===== config.mk =====
export PLATFORM = sky130hd
export DESIGN_NAME = uart_tx_channel
export DESIGN_NICKNAME = d
export VERILOG_FILES = /design/src/common/uart_tx_pkg.sv /design/src/design/uart_tx_channel.sv
export SDC_FILE = /design/constraint.sdc
export NUM_CORES = 1
export LEC_CHECK = 0
export ABC_AREA = 1
export BUFFER_PORTS_ARGS = -buffer_cell sky130_fd_sc_hd__buf_2
export CAP_MARGIN = 5
export CORE_MARGIN = 2
export CORE_UTILIZATION = 58
export CTS_CLUSTER_DIAMETER = 80
export CTS_CLUSTER_SIZE = 40
export DETAILED_ROUTE_END_ITERATION = 7
export HOLD_SLACK_MARGIN = 0.15
export PLACE_DENSITY = 0.86
export SYNTH_ARGS = -nofsm -noshare
export SYNTH_HDL_FRONTEND = slang
export SYNTH_SLANG_ARGS = --single-unit

===== constraint.sdc =====
create_clock -name hclk -period 6.02 [get_ports hclk]
set_input_delay 0.602 -clock hclk [delete_from_list [all_inputs] [get_ports hclk]]
set_output_delay 0.602 -clock hclk [all_outputs]
set_load 0.01 [all_outputs]

===== src/common/uart_tx_pkg.sv =====
// Constants and types for the asynchronous serial transmit channel
// ****************************************************************
// Behaviour
// - Frame is start, data, parity, stop bits
// - Even channel of the pair transmits
// - Odd partner channel alone handles reception
// - Data length seven, eight or nine bits
// - Nine bits only on instances allowing it
// - Nine-bit frame takes data bits 0 to 8
// - Data shifted MSB first or LSB first
// - Normal idles high; inverted flips every frame bit, not the software preset idle level
// - Parity none, zero, even or odd
// - One or two stop bits appended
// - Interrupt at transfer end or buffer empty
// - Paired channels run only as serial port
// - Channel performs only its selected function
// - Receiver reports errors; transmitter has none
// - Stop bits appended on transmit
// ****************************************************************
package uart_tx_pkg;

  // Register byte offsets
  localparam logic [7:0] data_offset    = 8'h00;
  localparam logic [7:0] mode_offset    = 8'h04;
  localparam logic [7:0] control_offset = 8'h08;
  localparam logic [7:0] status_offset  = 8'h0C;

  // Field positions in the channel data register
  localparam int data_lsb = 0;
  localparam int data_msb = 8;
  localparam int div_lsb  = 9;
  localparam int div_msb  = 15;

  // Control register bits
  localparam int ctl_start  = 0;
  localparam int ctl_stop   = 1;
  localparam int ctl_level  = 2;
  localparam int ctl_enable = 3;

  // Status register bits
  localparam int sts_full = 0;
  localparam int sts_busy = 1;

  // Mode field encodings
  localparam logic [1:0] len_7     = 2'h0;
  localparam logic [1:0] len_8     = 2'h1;
  localparam logic [1:0] len_9     = 2'h2;
  localparam logic [1:0] par_none  = 2'h0;
  localparam logic [1:0] par_zero  = 2'h1;
  localparam logic [1:0] par_even  = 2'h2;
  localparam logic [1:0] par_odd   = 2'h3;
  localparam logic [1:0] func_off  = 2'h0;
  localparam logic [1:0] func_uart = 2'h1;

  // AHB transfer types
  localparam logic [1:0] htrans_nonseq = 2'h2;
  localparam logic [1:0] htrans_seq    = 2'h3;

  // Reset values
  localparam logic [15:0] data_reset  = 16'h0000;
  localparam logic [9:0]  mode_reset  = 10'h001;
  localparam logic        level_reset = 1'b1;

  // Frame configuration held in the mode register
  typedef struct packed {
    logic [1:0] func;
    logic       cont;
    logic       invert;
    logic       lsb_first;
    logic       stop2;
    logic [1:0] parity;
    logic [1:0] len;
  } mode_type;

  // Transmitter states
  typedef enum logic [2:0] {
    st_idle   = 3'b000,
    st_start  = 3'b001,
    st_data   = 3'b010,
    st_parity = 3'b011,
    st_stop   = 3'b100
  } state_type;

endpackage


===== src/design/uart_tx_channel.sv =====
// Asynchronous serial transmit channel with an AHB-Lite register slave
`timescale 1ns/1ps
module uart_tx_channel #(
  parameter bit nine_bit_ok = 1'b1
) (
  // Clock and reset
  input  wire logic        hclk,
  input  wire logic        hresetn,
  // AHB-Lite slave
  input  wire logic        hsel,
  input  wire logic [31:0] haddr,
  input  wire logic [1:0]  htrans,
  input  wire logic        hwrite,
  input  wire logic [2:0]  hsize,
  input  wire logic [31:0] hwdata,
  input  wire logic        hready,
  output logic             hreadyout,
  output logic [31:0]      hrdata,
  output logic             hresp,
  // Serial line
  output logic             txd,
  output logic             txd_oe,
  // Transmit interrupt pulse
  output logic             tx_interrupt
);

  // ****************************************************************
  // Bus slave
  // ****************************************************************
  logic        wr_pend_q, wr_pend_d;
  logic [7:0]  wr_addr_q, wr_addr_d;
  logic [31:0] rdata_q, rdata_d;
  logic        take;
  logic        wr_data, wr_mode, wr_ctl;

  // Software register and state storage, read back by the bus slave
  logic [15:0]           channel_data_register_q, channel_data_register_d;
  uart_tx_pkg::mode_type mode_q, mode_d, mode_wr;
  logic                  running_q, running_d;
  logic                  output_enable_bits_q, output_enable_bits_d;
  logic                  serial_output_bits_q, serial_output_bits_d;
  logic                  buffer_full_flag_q, buffer_full_flag_d;
  logic                  load;
  logic                  line_drive;
  logic                  line_level;
  uart_tx_pkg::state_type state_q, state_d;

  assign take = hsel & hready & htrans[1];

  // Capture write address phases; build read data ahead of data phase
  always_comb begin
    wr_pend_d = take & hwrite;
    wr_addr_d = take ? {haddr[7:2], 2'b00} : wr_addr_q;
    rdata_d   = rdata_q;
    if (take && !hwrite) begin
      rdata_d = 32'h0000_0000;
      case ({haddr[7:2], 2'b00})
        uart_tx_pkg::data_offset: begin
          rdata_d[15:0] = channel_data_register_q;
        end
        uart_tx_pkg::mode_offset: begin
          rdata_d[9:0] = mode_q;
        end
        uart_tx_pkg::control_offset: begin
          rdata_d[uart_tx_pkg::ctl_start]  = running_q;
          rdata_d[uart_tx_pkg::ctl_level]  = serial_output_bits_q;
          rdata_d[uart_tx_pkg::ctl_enable] = output_enable_bits_q;
        end
        uart_tx_pkg::status_offset: begin
          rdata_d[uart_tx_pkg::sts_full] = buffer_full_flag_q;
          rdata_d[uart_tx_pkg::sts_busy] = (state_q != uart_tx_pkg::st_idle);
        end
        default: begin
          rdata_d = 32'h0000_0000;
        end
      endcase
    end
  end

  always_ff @(posedge hclk or negedge hresetn) begin
    if (!hresetn) begin
      wr_pend_q <= 1'b0;
      wr_addr_q <= 8'h00;
      rdata_q   <= 32'h0000_0000;
    end else begin
      wr_pend_q <= wr_pend_d;
      wr_addr_q <= wr_addr_d;
      rdata_q   <= rdata_d;
    end
  end

  assign wr_data = wr_pend_q & (wr_addr_q == uart_tx_pkg::data_offset);
  assign wr_mode = wr_pend_q & (wr_addr_q == uart_tx_pkg::mode_offset);
  assign wr_ctl  = wr_pend_q & (wr_addr_q == uart_tx_pkg::control_offset);

  // Zero-wait slave, always OKAY
  assign hreadyout = 1'b1;
  assign hresp     = 1'b0;
  assign hrdata    = rdata_q;

  // ****************************************************************
  // Software registers
  // ****************************************************************
  // Register writes; a data write holds off the buffer load in its cycle and sets full
  always_comb begin
    channel_data_register_d = channel_data_register_q;
    mode_d                  = mode_q;
    running_d               = running_q;
    output_enable_bits_d    = output_enable_bits_q;
    serial_output_bits_d    = serial_output_bits_q;
    buffer_full_flag_d      = buffer_full_flag_q;
    mode_wr                 = uart_tx_pkg::mode_type'(hwdata[9:0]);
    if (!nine_bit_ok && mode_wr.len == uart_tx_pkg::len_9) begin
      mode_wr.len = uart_tx_pkg::len_8;
    end
    if (load) begin
      buffer_full_flag_d = 1'b0;
    end
    if (wr_data) begin
      channel_data_register_d = hwdata[15:0];
      buffer_full_flag_d      = 1'b1;
    end
    if (wr_mode) begin
      mode_d = mode_wr;
    end
    if (wr_ctl) begin
      output_enable_bits_d = hwdata[uart_tx_pkg::ctl_enable];
      if (hwdata[uart_tx_pkg::ctl_start]) begin
        running_d = 1'b1;
      end
      if (hwdata[uart_tx_pkg::ctl_stop]) begin
        running_d = 1'b0;
      end
    end
    // Line level: software preset while idle, frame bits while sending
    if (line_drive) begin
      serial_output_bits_d = line_level;
    end else if (wr_ctl) begin
      serial_output_bits_d = hwdata[uart_tx_pkg::ctl_level];
    end
  end

  always_ff @(posedge hclk or negedge hresetn) begin
    if (!hresetn) begin
      channel_data_register_q <= uart_tx_pkg::data_reset;
      mode_q                  <= uart_tx_pkg::mode_reset;
      running_q               <= 1'b0;
      output_enable_bits_q    <= 1'b0;
      serial_output_bits_q    <= uart_tx_pkg::level_reset;
      buffer_full_flag_q      <= 1'b0;
    end else begin
      channel_data_register_q <= channel_data_register_d;
      mode_q                  <= mode_d;
      running_q               <= running_d;
      output_enable_bits_q    <= output_enable_bits_d;
      serial_output_bits_q    <= serial_output_bits_d;
      buffer_full_flag_q      <= buffer_full_flag_d;
    end
  end

  // Drive the line only; reception belongs to the odd partner channel
  assign txd    = serial_output_bits_q;
  assign txd_oe = output_enable_bits_q;

  // ****************************************************************
  // Frame shifter
  // ****************************************************************
  logic [8:0]  shift_q, shift_d;
  logic [6:0]  div_q, div_d;
  logic [7:0]  baud_q, baud_d;
  logic [3:0]  idx_q, idx_d;
  logic        irq_q, irq_d;
  logic [3:0]  nbits;
  logic [3:0]  pos;
  logic [8:0]  mask;
  logic        bit_end;
  logic        data_bit;
  logic        par_bit;
  logic        enabled;

  // Only a pair set to the serial port function may transmit
  assign enabled = running_q &
                   (mode_q.func == uart_tx_pkg::func_uart);

  // Data length and data mask for the selected length
  always_comb begin
    case (mode_q.len)
      uart_tx_pkg::len_7: begin
        nbits = 4'd7;
        mask  = 9'h07F;
      end
      uart_tx_pkg::len_9: begin
        nbits = 4'd9;
        mask  = 9'h1FF;
      end
      default: begin
        nbits = 4'd8;
        mask  = 9'h0FF;
      end
    endcase
  end

  // Bit number sent in this slot, LSB or MSB first
  assign pos      = mode_q.lsb_first ? idx_q : nbits - 4'd1 - idx_q;
  assign data_bit = shift_q[pos];
  assign bit_end  = (baud_q == {div_q, 1'b1});

  // Parity over the sent data bits
  always_comb begin
    case (mode_q.parity)
      uart_tx_pkg::par_even: par_bit = ^(shift_q & mask);
      uart_tx_pkg::par_odd:  par_bit = ~^(shift_q & mask);
      default:               par_bit = 1'b0;
    endcase
  end

  // Logical bit of the current slot, then polarity
  always_comb begin
    case (state_q)
      uart_tx_pkg::st_start:  line_level = 1'b0;
      uart_tx_pkg::st_data:   line_level = data_bit;
      uart_tx_pkg::st_parity: line_level = par_bit;
      default:                line_level = 1'b1;
    endcase
    line_level = line_level ^ mode_q.invert;
  end

  assign line_drive = (state_q != uart_tx_pkg::st_idle);
  assign load = enabled & buffer_full_flag_q & ~wr_data &
                ((state_q == uart_tx_pkg::st_idle) ||
                 (state_q == uart_tx_pkg::st_stop && bit_end &&
                  idx_q[0] == mode_q.stop2 && mode_q.cont));

  // Frame sequencing; each bit lasts (divider + 1) * 2 clocks
  always_comb begin
    state_d = state_q;
    shift_d = shift_q;
    div_d   = div_q;
    baud_d  = bit_end ? 8'h00 : baud_q + 8'h01;
    idx_d   = idx_q;
    irq_d   = 1'b0;
    case (state_q)
      uart_tx_pkg::st_idle: begin
        baud_d = 8'h00;
      end
      uart_tx_pkg::st_start: begin
        if (bit_end) begin
          state_d = uart_tx_pkg::st_data;
          idx_d   = 4'd0;
        end
      end
      uart_tx_pkg::st_data: begin
        if (bit_end) begin
          idx_d = idx_q + 4'd1;
          if (idx_q == nbits - 4'd1) begin
            idx_d   = 4'd0;
            state_d = (mode_q.parity == uart_tx_pkg::par_none) ?
                      uart_tx_pkg::st_stop : uart_tx_pkg::st_parity;
          end
        end
      end
      uart_tx_pkg::st_parity: begin
        if (bit_end) begin
          state_d = uart_tx_pkg::st_stop;
          idx_d   = 4'd0;
        end
      end
      uart_tx_pkg::st_stop: begin
        if (bit_end) begin
          idx_d = idx_q + 4'd1;
          if (idx_q[0] == mode_q.stop2) begin
            state_d = uart_tx_pkg::st_idle;
            irq_d   = ~mode_q.cont;
          end
        end
      end
      default: begin
        state_d = uart_tx_pkg::st_idle;
      end
    endcase
    if (!enabled) begin
      state_d = uart_tx_pkg::st_idle;
    end
    if (load) begin
      state_d = uart_tx_pkg::st_start;
      shift_d = channel_data_register_q[uart_tx_pkg::data_msb:
                                        uart_tx_pkg::data_lsb];
      div_d   = channel_data_register_q[uart_tx_pkg::div_msb:
                                        uart_tx_pkg::div_lsb];
      baud_d  = 8'h00;
      idx_d   = 4'd0;
      irq_d   = mode_q.cont;
    end
  end

  always_ff @(posedge hclk or negedge hresetn) begin
    if (!hresetn) begin
      state_q <= uart_tx_pkg::st_idle;
      shift_q <= 9'h000;
      div_q   <= 7'h00;
      baud_q  <= 8'h00;
      idx_q   <= 4'h0;
      irq_q   <= 1'b0;
    end else begin
      state_q <= state_d;
      shift_q <= shift_d;
      div_q   <= div_d;
      baud_q  <= baud_d;
      idx_q   <= idx_d;
      irq_q   <= irq_d;
    end
  end

  assign tx_interrupt = irq_q;

endmodule


==> flow_summary.yaml, run 1 <==
outcome:
  outcome: "completed"
yosys:
  synth-seq-area-share_pct: 47.2
  synth_top_area_share_pct: 46.0
  share_of_cell_area_taken_by_muxes_after_synthesis_pct: 0.999
  main_combinational_cell_family_by_area_after_synthesis: "simple AND/OR/NAND/NOR gates"
  synth.top_cells.by_area: "sky130_fd_sc_hd__dfrtp_1 46%, sky130_fd_sc_hd__nand2_1 11%, sky130_fd_sc_hd__inv_1 7.4%"
  ys_ff_latch: 85
  mappedNetlistArea_um2: 4510
  postSynthCellCount: 575
  post-synth-top-area-cell: "sky130_fd_sc_hd__dfrtp_1"
  synth_cell_types: 37
  post_synth.cell_area_avg_um2: 7.84
  synth-compound-area-share_pct: 10.5
  yosys_warnings: 0
  post_synth_and_or_nand_nor_area_fraction_pct: 25.2
  xor_xnor_fraction_of_synth_area_pct: 1.75
  post_synth_fa_ha_maj_area_fraction_pct: 1.83
die:
  core_um2: 7650
  num_rows: 32
  fp.dieArea_um2: 8500
  die_w_um: 92.2
  initial_utilization_pct: 59.0
  dieHeight_um: 92.2
  io_pins: 111
min_path:
  worstHoldPathType: "in -> async"
global_routing:
  grt_first_pass_wirelength_um: 16800
  grtUsageTotal_pct: 24.7
  grt_remaining_overflow: 0
  grt_pass1_vias: 3717
  antenna_found_initial: 0
  maximum_number_of_pins_on_one_net_before_global_route_repair: 86
placed_design:
  dpl.hpwl_um: 7100
  routabilityCongestion: 0.900
  port-buffer-count: 46
sta:
  clock.fmax_mhz: 372
  layout_worst_path_cycle_share_pct: 44.6
  finalCriticalPeriod_ns: 2.69
  worst_slew_margin_rel_pct: 19.9
  worst_pin_slew_ns: 1.19
  timing.final.max_slew_violations: 0
  report.final.hold_viol_count: 0
  clock_skew_ns: 0.0175
  timing.final.setup_violations: 0
  setup-tns-final_ns: 0
  rsz0062_at_grt: "false"
routing:
  route.antenna.remaining_nets: 0
  drt_iter0_drc: 315
  drt_drc_violations_left: 0
  detail_route.wirelength_um: 9850
  top_layer: "met4"
  routedWlPerCell_um: 13.6
  via_count: 3919
  met2WireLength_um: 4540
  post_drt_via_cell_ratio: 5.40
  wl_met1_um: 4330
  met3WireLength_um: 670
  drt_first_pass_iters: 5
finish:
  area_delta_synth_final_pct: 9.76
  final_layout_size_suffix_gt1_share_pct: 13.6
  nets: 699
  most-common-layout-cells: "138 x sky130_fd_sc_hd__nand2_1, 89 x sky130_fd_sc_hd__inv_1, 83 x sky130_fd_sc_hd__dfrtp_1"
  diodes: 0
  layout_commonest_cell: "sky130_fd_sc_hd__nand2_1"
  core_util_final_pct: 64.7
clock_network:
  cts_setup_buffers: 0
  master_cell_of_the_clock_root_buffer: "sky130_fd_sc_hd__clkbuf_8"
  cts_made_buffers: 9
  tritoncts: "yes"
  worst_skew_pair.late_latency_ns: 0.37
  clkTransAtPathRegs_ns: 0.10
  cts-hold-fix-buffers: 0
  cts.htree.levels: 3
  cts_buffer_depth: 2
  cts.sinks: 85
  number_of_instances_resized_during_post_cts_repair: 0
worst_setup_path:
  reg2regPathDepth: 9
  required_ns: 6.26
  worst_ep_arrival_time_ns: 2.93
  criticalPathCategory: "reg -> reg"
  critical_path.startpoint_type: "register"
  worstSetupEndpointType: "register"
  crit_fanout: 33
pwr:
  p_per_area_nw_per_um2: 248
  power.static_leakage_nw: 2.58
  vdd.ir_drop.worst_uv: 170
flow_run:
  maxCapViolations: 0
==> final timing paths <==
path                            slack [ns]                     endpoint        from
worst max-delay path                  3.33                   shift_q[4]  state_q[0]
worst min-delay path                  0.40                    baud_q[5]     hresetn
worst max register to register        3.33                   shift_q[4]  state_q[0]
worst min register to register        0.49                   hrdata[13]  hrdata[13]
max in group asynchronous             4.94                   shift_q[1]     hresetn
min in group hclk                     0.44  channel_data_register_q[13]  hwdata[13]
==> per-layer routing <==
metal / vias to the layer above / global-route usage [%]
li1: 1897 / -
met1: 1806 / 33.6
met2: 183 / 40.0
met3: 33 / 3.62
met4: 0 / 10.2
met5: - / 0
==> cell families (layout without fill, tap and decap cells) <==
group / Yosys count / after routing
other: 2 / 18
buffers and inverters: 123 / 156
AND/OR/NAND/NOR: 263 / 263
adder cells (fa/ha/maj): 6 / 6
AO/OA/AOI/OAI: 83 / 83
multiplexers: 4 / 4
XOR/XNOR: 9 / 9
flip-flops: 85 / 85
==> power breakdown <==
group          total, mW  leakage (nW)  internal [mW]  switching [mW]
Sequential         0.652          1.10          0.626          0.0266
Combinational      0.169          1.38         0.0546           0.115
Clock              0.406         0.102          0.164           0.242
Total               1.23          2.58          0.845           0.383
==> flip-flops by register name, summed over array words and instances, names as in the netlist <==
signal	count
shift_q	9
channel_data_register_q	16
hrdata	16
running_q	1
state_q	3
wr_pend_q	1
buffer_full_flag_q	1
wr_addr_q	6
mode_q	10
idx_q	4
tx_interrupt	1
txd_oe	1
baud_q	8
div_q	7
txd	1
==> critical path, stage by stage, from the launching register on <==
cell and delay [ns]:
sky130_fd_sc_hd__dfrtp_1 0.45, sky130_fd_sc_hd__nor2_1 0.17, sky130_fd_sc_hd__inv_1 0.09, sky130_fd_sc_hd__nor2_1 0.62
sky130_fd_sc_hd__inv_1 0.26, sky130_fd_sc_hd__nand2_1 0.13, sky130_fd_sc_hd__nand2_1 0.29, sky130_fd_sc_hd__buf_4 0.37
sky130_fd_sc_hd__nand2_1 0.10, sky130_fd_sc_hd__o21ai_0 0.07
==> cells in the mapped netlist, drive strengths merged <==
cell type,count
nand4,12
nand3b,2
clkbuf,8
or2,3
nor2,47
dfstp,2
ha,5
buf,23
dfrtp,83
a31oi,2
conb,2
inv,90
a21oi,16
nand2,139
nor3,12
o221ai,6
o211ai,1
xnor2,4
fa,1
o22ai,5
o21ai,52
mux2,4
nand3,45
nor4b,1
xor2,5
nor4,2
o21a,1
clkinv,2
==> per-stage QoR <==
stage | worst slack [ns] | power (mW) | hold slack [ns] | instances | cell area (µm²)
3_3_place_gp | 3.46 | 0.821 | 0.466 | 710 | 4750
4_1_cts | 3.34 | 1.23 | 0.428 | 726 | 4950
6_report | 3.33 | 1.23 | 0.402 | 726 | 4950
2_1_floorplan | 3.85 | 0.774 | 0.306 | 591 | 4570
5_1_grt | 3.09 | 1.28 | 0.437 | 726 | 4950
3_5_place_dp | 3.36 | 0.831 | 0.470 | 710 | 4750
==> final cells by class <==
type	instances	area [µm²]
Fill cell	613	2700
Clock inverter	7	76.3
Tap cell	102	128
Clock buffer	9	124
Sequential cell	85	2130
Timing Repair Buffer	48	248
Multi-Input combinational cell	383	1900
Inverter	92	345
(Power assumes the default switching activity.)
==> inputs of run 2 (changes only) <==
--- a/config.mk
+++ b/config.mk
@@ -9,12 +9,12 @@
 export BUFFER_PORTS_ARGS = -buffer_cell sky130_fd_sc_hd__buf_2
 export CAP_MARGIN = 5
 export CORE_MARGIN = 2
-export CORE_UTILIZATION = 58
+export CORE_UTILIZATION = 54
 export CTS_CLUSTER_DIAMETER = 80
 export CTS_CLUSTER_SIZE = 40
 export DETAILED_ROUTE_END_ITERATION = 7
 export HOLD_SLACK_MARGIN = 0.15
-export PLACE_DENSITY = 0.86
+export PLACE_DENSITY = 0.81
 export SYNTH_ARGS = -nofsm -noshare
 export SYNTH_HDL_FRONTEND = slang
 export SYNTH_SLANG_ARGS = --single-unit
==> constraint.sdc (replaced) <==
create_clock -name hclk -period 2.6 [get_ports hclk]
set_input_delay 0.26 -clock hclk [delete_from_list [all_inputs] [get_ports hclk]]
set_output_delay 0.26 -clock hclk [all_outputs]
set_load 0.01 [all_outputs]
==> run 2 against run 1 <==
  * Count of clock-buffer cells in the layout unchanged
  * Non-clock buffer count increased by 26
  * Setup slack got worse by 3.1 ns
  * Cell count increased by 4.0%
  * Register-to-register slack got worse by 3.1 ns
  * Power increased by 140%
  * Clock power increased by 140%
  * Critical endpoint is now txd
  * Highest routed layer unchanged
==> flow_summary.yaml, run 2 (same netlist as run 1, synthesis figures left out) <==
routing:
  detail_route.wirelength_um: 10100
  drt_drc_violations_left: 0
  post_drt_via_cell_ratio: 5.28
  drt_iter0_drc: 276
  via_count: 3988
  routedWlPerCell_um: 13.4
  drt_first_pass_iters: 5
  route.antenna.remaining_nets: 0
clock_network:
  clkTransAtPathRegs_ns: 0.09
  cts_setup_buffers: 0
  number_of_instances_resized_during_post_cts_repair: 0
  cts_buffer_depth: 2
  tritoncts: "yes"
  cts.htree.levels: 3
  cts.sinks: 85
  cts_made_buffers: 9
  master_cell_of_the_clock_root_buffer: "sky130_fd_sc_hd__clkbuf_8"
  worst_skew_pair.late_latency_ns: 0.36
  cts-hold-fix-buffers: 17
placed_design:
  dpl.hpwl_um: 7290
  place.detailed.instances: 722
  routabilityCongestion: 0.913
  port-buffer-count: 46
  dpl_cell_area_um2: 4820
pwr:
  power.switching_mw: 0.845
  power.share.clock_pct: 33.4
  power_frac_seq_pct: 52.0
  sw_frac_of_total_pct: 29.1
  vdd.ir_drop.worst_uv: 406
  p_per_area_nw_per_um2: 559
  combinationalPowerShare_pct: 14.6
  intPower_mw: 2.06
  power.static_leakage_nw: 2.70
die:
  initial_utilization_pct: 55.2
  fp.dieArea_um2: 9100
  die_w_um: 95.4
  core_um2: 8180
  dieHeight_um: 95.4
  num_rows: 33
  io_pins: 111
sta:
  setup-tns-final_ns: 0
  finalCriticalPeriod_ns: 2.35
  timing.final.max_slew_violations: 0
  clock.fmax_mhz: 426
  timing.final.setup_violations: 0
  report.final.hold_viol_count: 0
  clock_skew_ns: 0.0137
  worst_slew_margin_rel_pct: 30.7
  layout_worst_path_cycle_share_pct: 90.3
  rsz0062_at_grt: "false"
  worst_pin_slew_ns: 1.04
finish:
  layout.cells.non_filler: 755
  n_fill_cell: 655
  nets: 725
  layout_commonest_cell: "sky130_fd_sc_hd__nand2_1"
  final_layout_size_suffix_gt1_share_pct: 14.5
  multi_input_area_um2: 1900
  area_delta_synth_final_pct: 15.2
  most-common-layout-cells: "138 x sky130_fd_sc_hd__nand2_1, 89 x sky130_fd_sc_hd__inv_1, 83 x sky130_fd_sc_hd__dfrtp_1"
  diodes: 0
  layout.area.seq_um2: 2130
  layout.cell_area.non_filler_um2: 5200
global_routing:
  grt_pass1_vias: 3707
  maximum_number_of_pins_on_one_net_before_global_route_repair: 86
  antenna_found_initial: 0
  grt_remaining_overflow: 0
  grtUsageTotal_pct: 24.6
  grt_first_pass_wirelength_um: 17300
worst_setup_path:
  critical_path.startpoint_type: "register"
  criticalPathCategory: "reg -> reg"
  worstSetupEndpointType: "register"
  required_ns: 2.91
  crit_fanout: 5
  worst_ep_arrival_time_ns: 2.66
min_path:
  worstHoldPathType: "in -> reg"
flow_run:
  maxCapViolations: 0
outcome:
  outcome: "completed"
[run 2: cell count changes in the layout (fill, tap and decap cells not counted)]
cell / delta
sky130_fd_sc_hd__clkinv_4: -3
sky130_fd_sc_hd__dlygate4sd3_1: +17
sky130_fd_sc_hd__inv_6: +2
sky130_fd_sc_hd__inv_8: -1
sky130_fd_sc_hd__bufinv_16: +1
sky130_fd_sc_hd__clkinv_2: +2
sky130_fd_sc_hd__buf_4: +9
sky130_fd_sc_hd__clkinv_8: -1
[run 2: per-layer routing]
metal	up-vias	global-route usage, %	wire, µm
met2	129	41.0	4960
li1	1947	-	-
met1	1892	32.7	4460
met5	-	0	0
met4	0	7.38	163
met3	20	4.98	522
[run 2: worst paths after layout]
check                                from  cells past startpoint  slack [ns]                           to
worst max-delay path            mode_q[0]                     15        0.25                          txd
worst min-delay path             haddr[4]                      2        0.16                 wr_addr_q[4]
worst max register to register  mode_q[0]                     15        0.25                          txd
worst min register to register  baud_q[0]                      1        0.50                    baud_q[0]
max in group asynchronous         hresetn                      2        1.31                    mode_q[1]
min in group asynchronous         hresetn                      2        0.61  channel_data_register_q[15]
[run 2: area by class of cell]
type	count	share of cell area, %
Clock buffer	9	2.38
Multi-Input combinational cell	383	36.6
Clock inverter	7	1.54
Timing Repair Buffer	74	9.34
Sequential cell	85	41.0
Tap cell	105	2.53
Inverter	92	6.65
[run 2: worst max-delay path: stages, from the launching register on]
cell	delay [ns]
sky130_fd_sc_hd__dfstp_2	0.52
sky130_fd_sc_hd__clkinv_1	0.15
sky130_fd_sc_hd__ha_1	0.27
sky130_fd_sc_hd__fa_1	0.49
sky130_fd_sc_hd__inv_1	0.04
sky130_fd_sc_hd__nand2_1	0.07
sky130_fd_sc_hd__nand2_1	0.09
sky130_fd_sc_hd__inv_1	0.09
sky130_fd_sc_hd__nand3_1	0.08
sky130_fd_sc_hd__nand3b_1	0.08
sky130_fd_sc_hd__nand3_1	0.07
sky130_fd_sc_hd__nand2_1	0.10
sky130_fd_sc_hd__nand3_1	0.07
sky130_fd_sc_hd__nand2_1	0.06
sky130_fd_sc_hd__nand3_1	0.06
sky130_fd_sc_hd__nand2_1	0.06
[run 2: power groups by stage]
stage / sequential [mW] / clock (mW) / combinational (mW)
CTS: 1.51 / 0.984 / 0.418
detailed placement: 1.54 / 0 / 0.395
finish: 1.51 / 0.971 / 0.423
global placement: 1.53 / 0 / 0.379
floorplan: 1.52 / 0 / 0.269
global route: 1.52 / 1.05 / 0.481
[run 2: per-stage QoR]
| stage | utilization (%) | power (mW) | hold WS (ns) | worst slack, ns |
|---|---|---|---|---|
| floorplan | - | 1.79 | -0.0356 | 0.434 |
| global placement | 59.0 | 1.91 | 0.464 | 0.325 |
| detailed placement | 59.0 | 1.93 | 0.471 | 0.284 |
| CTS | 63.6 | 2.91 | 0.153 | 0.247 |
| global route | 63.6 | 3.05 | 0.158 | 0.0658 |
| finish | 63.6 | 2.90 | 0.161 | 0.251 |
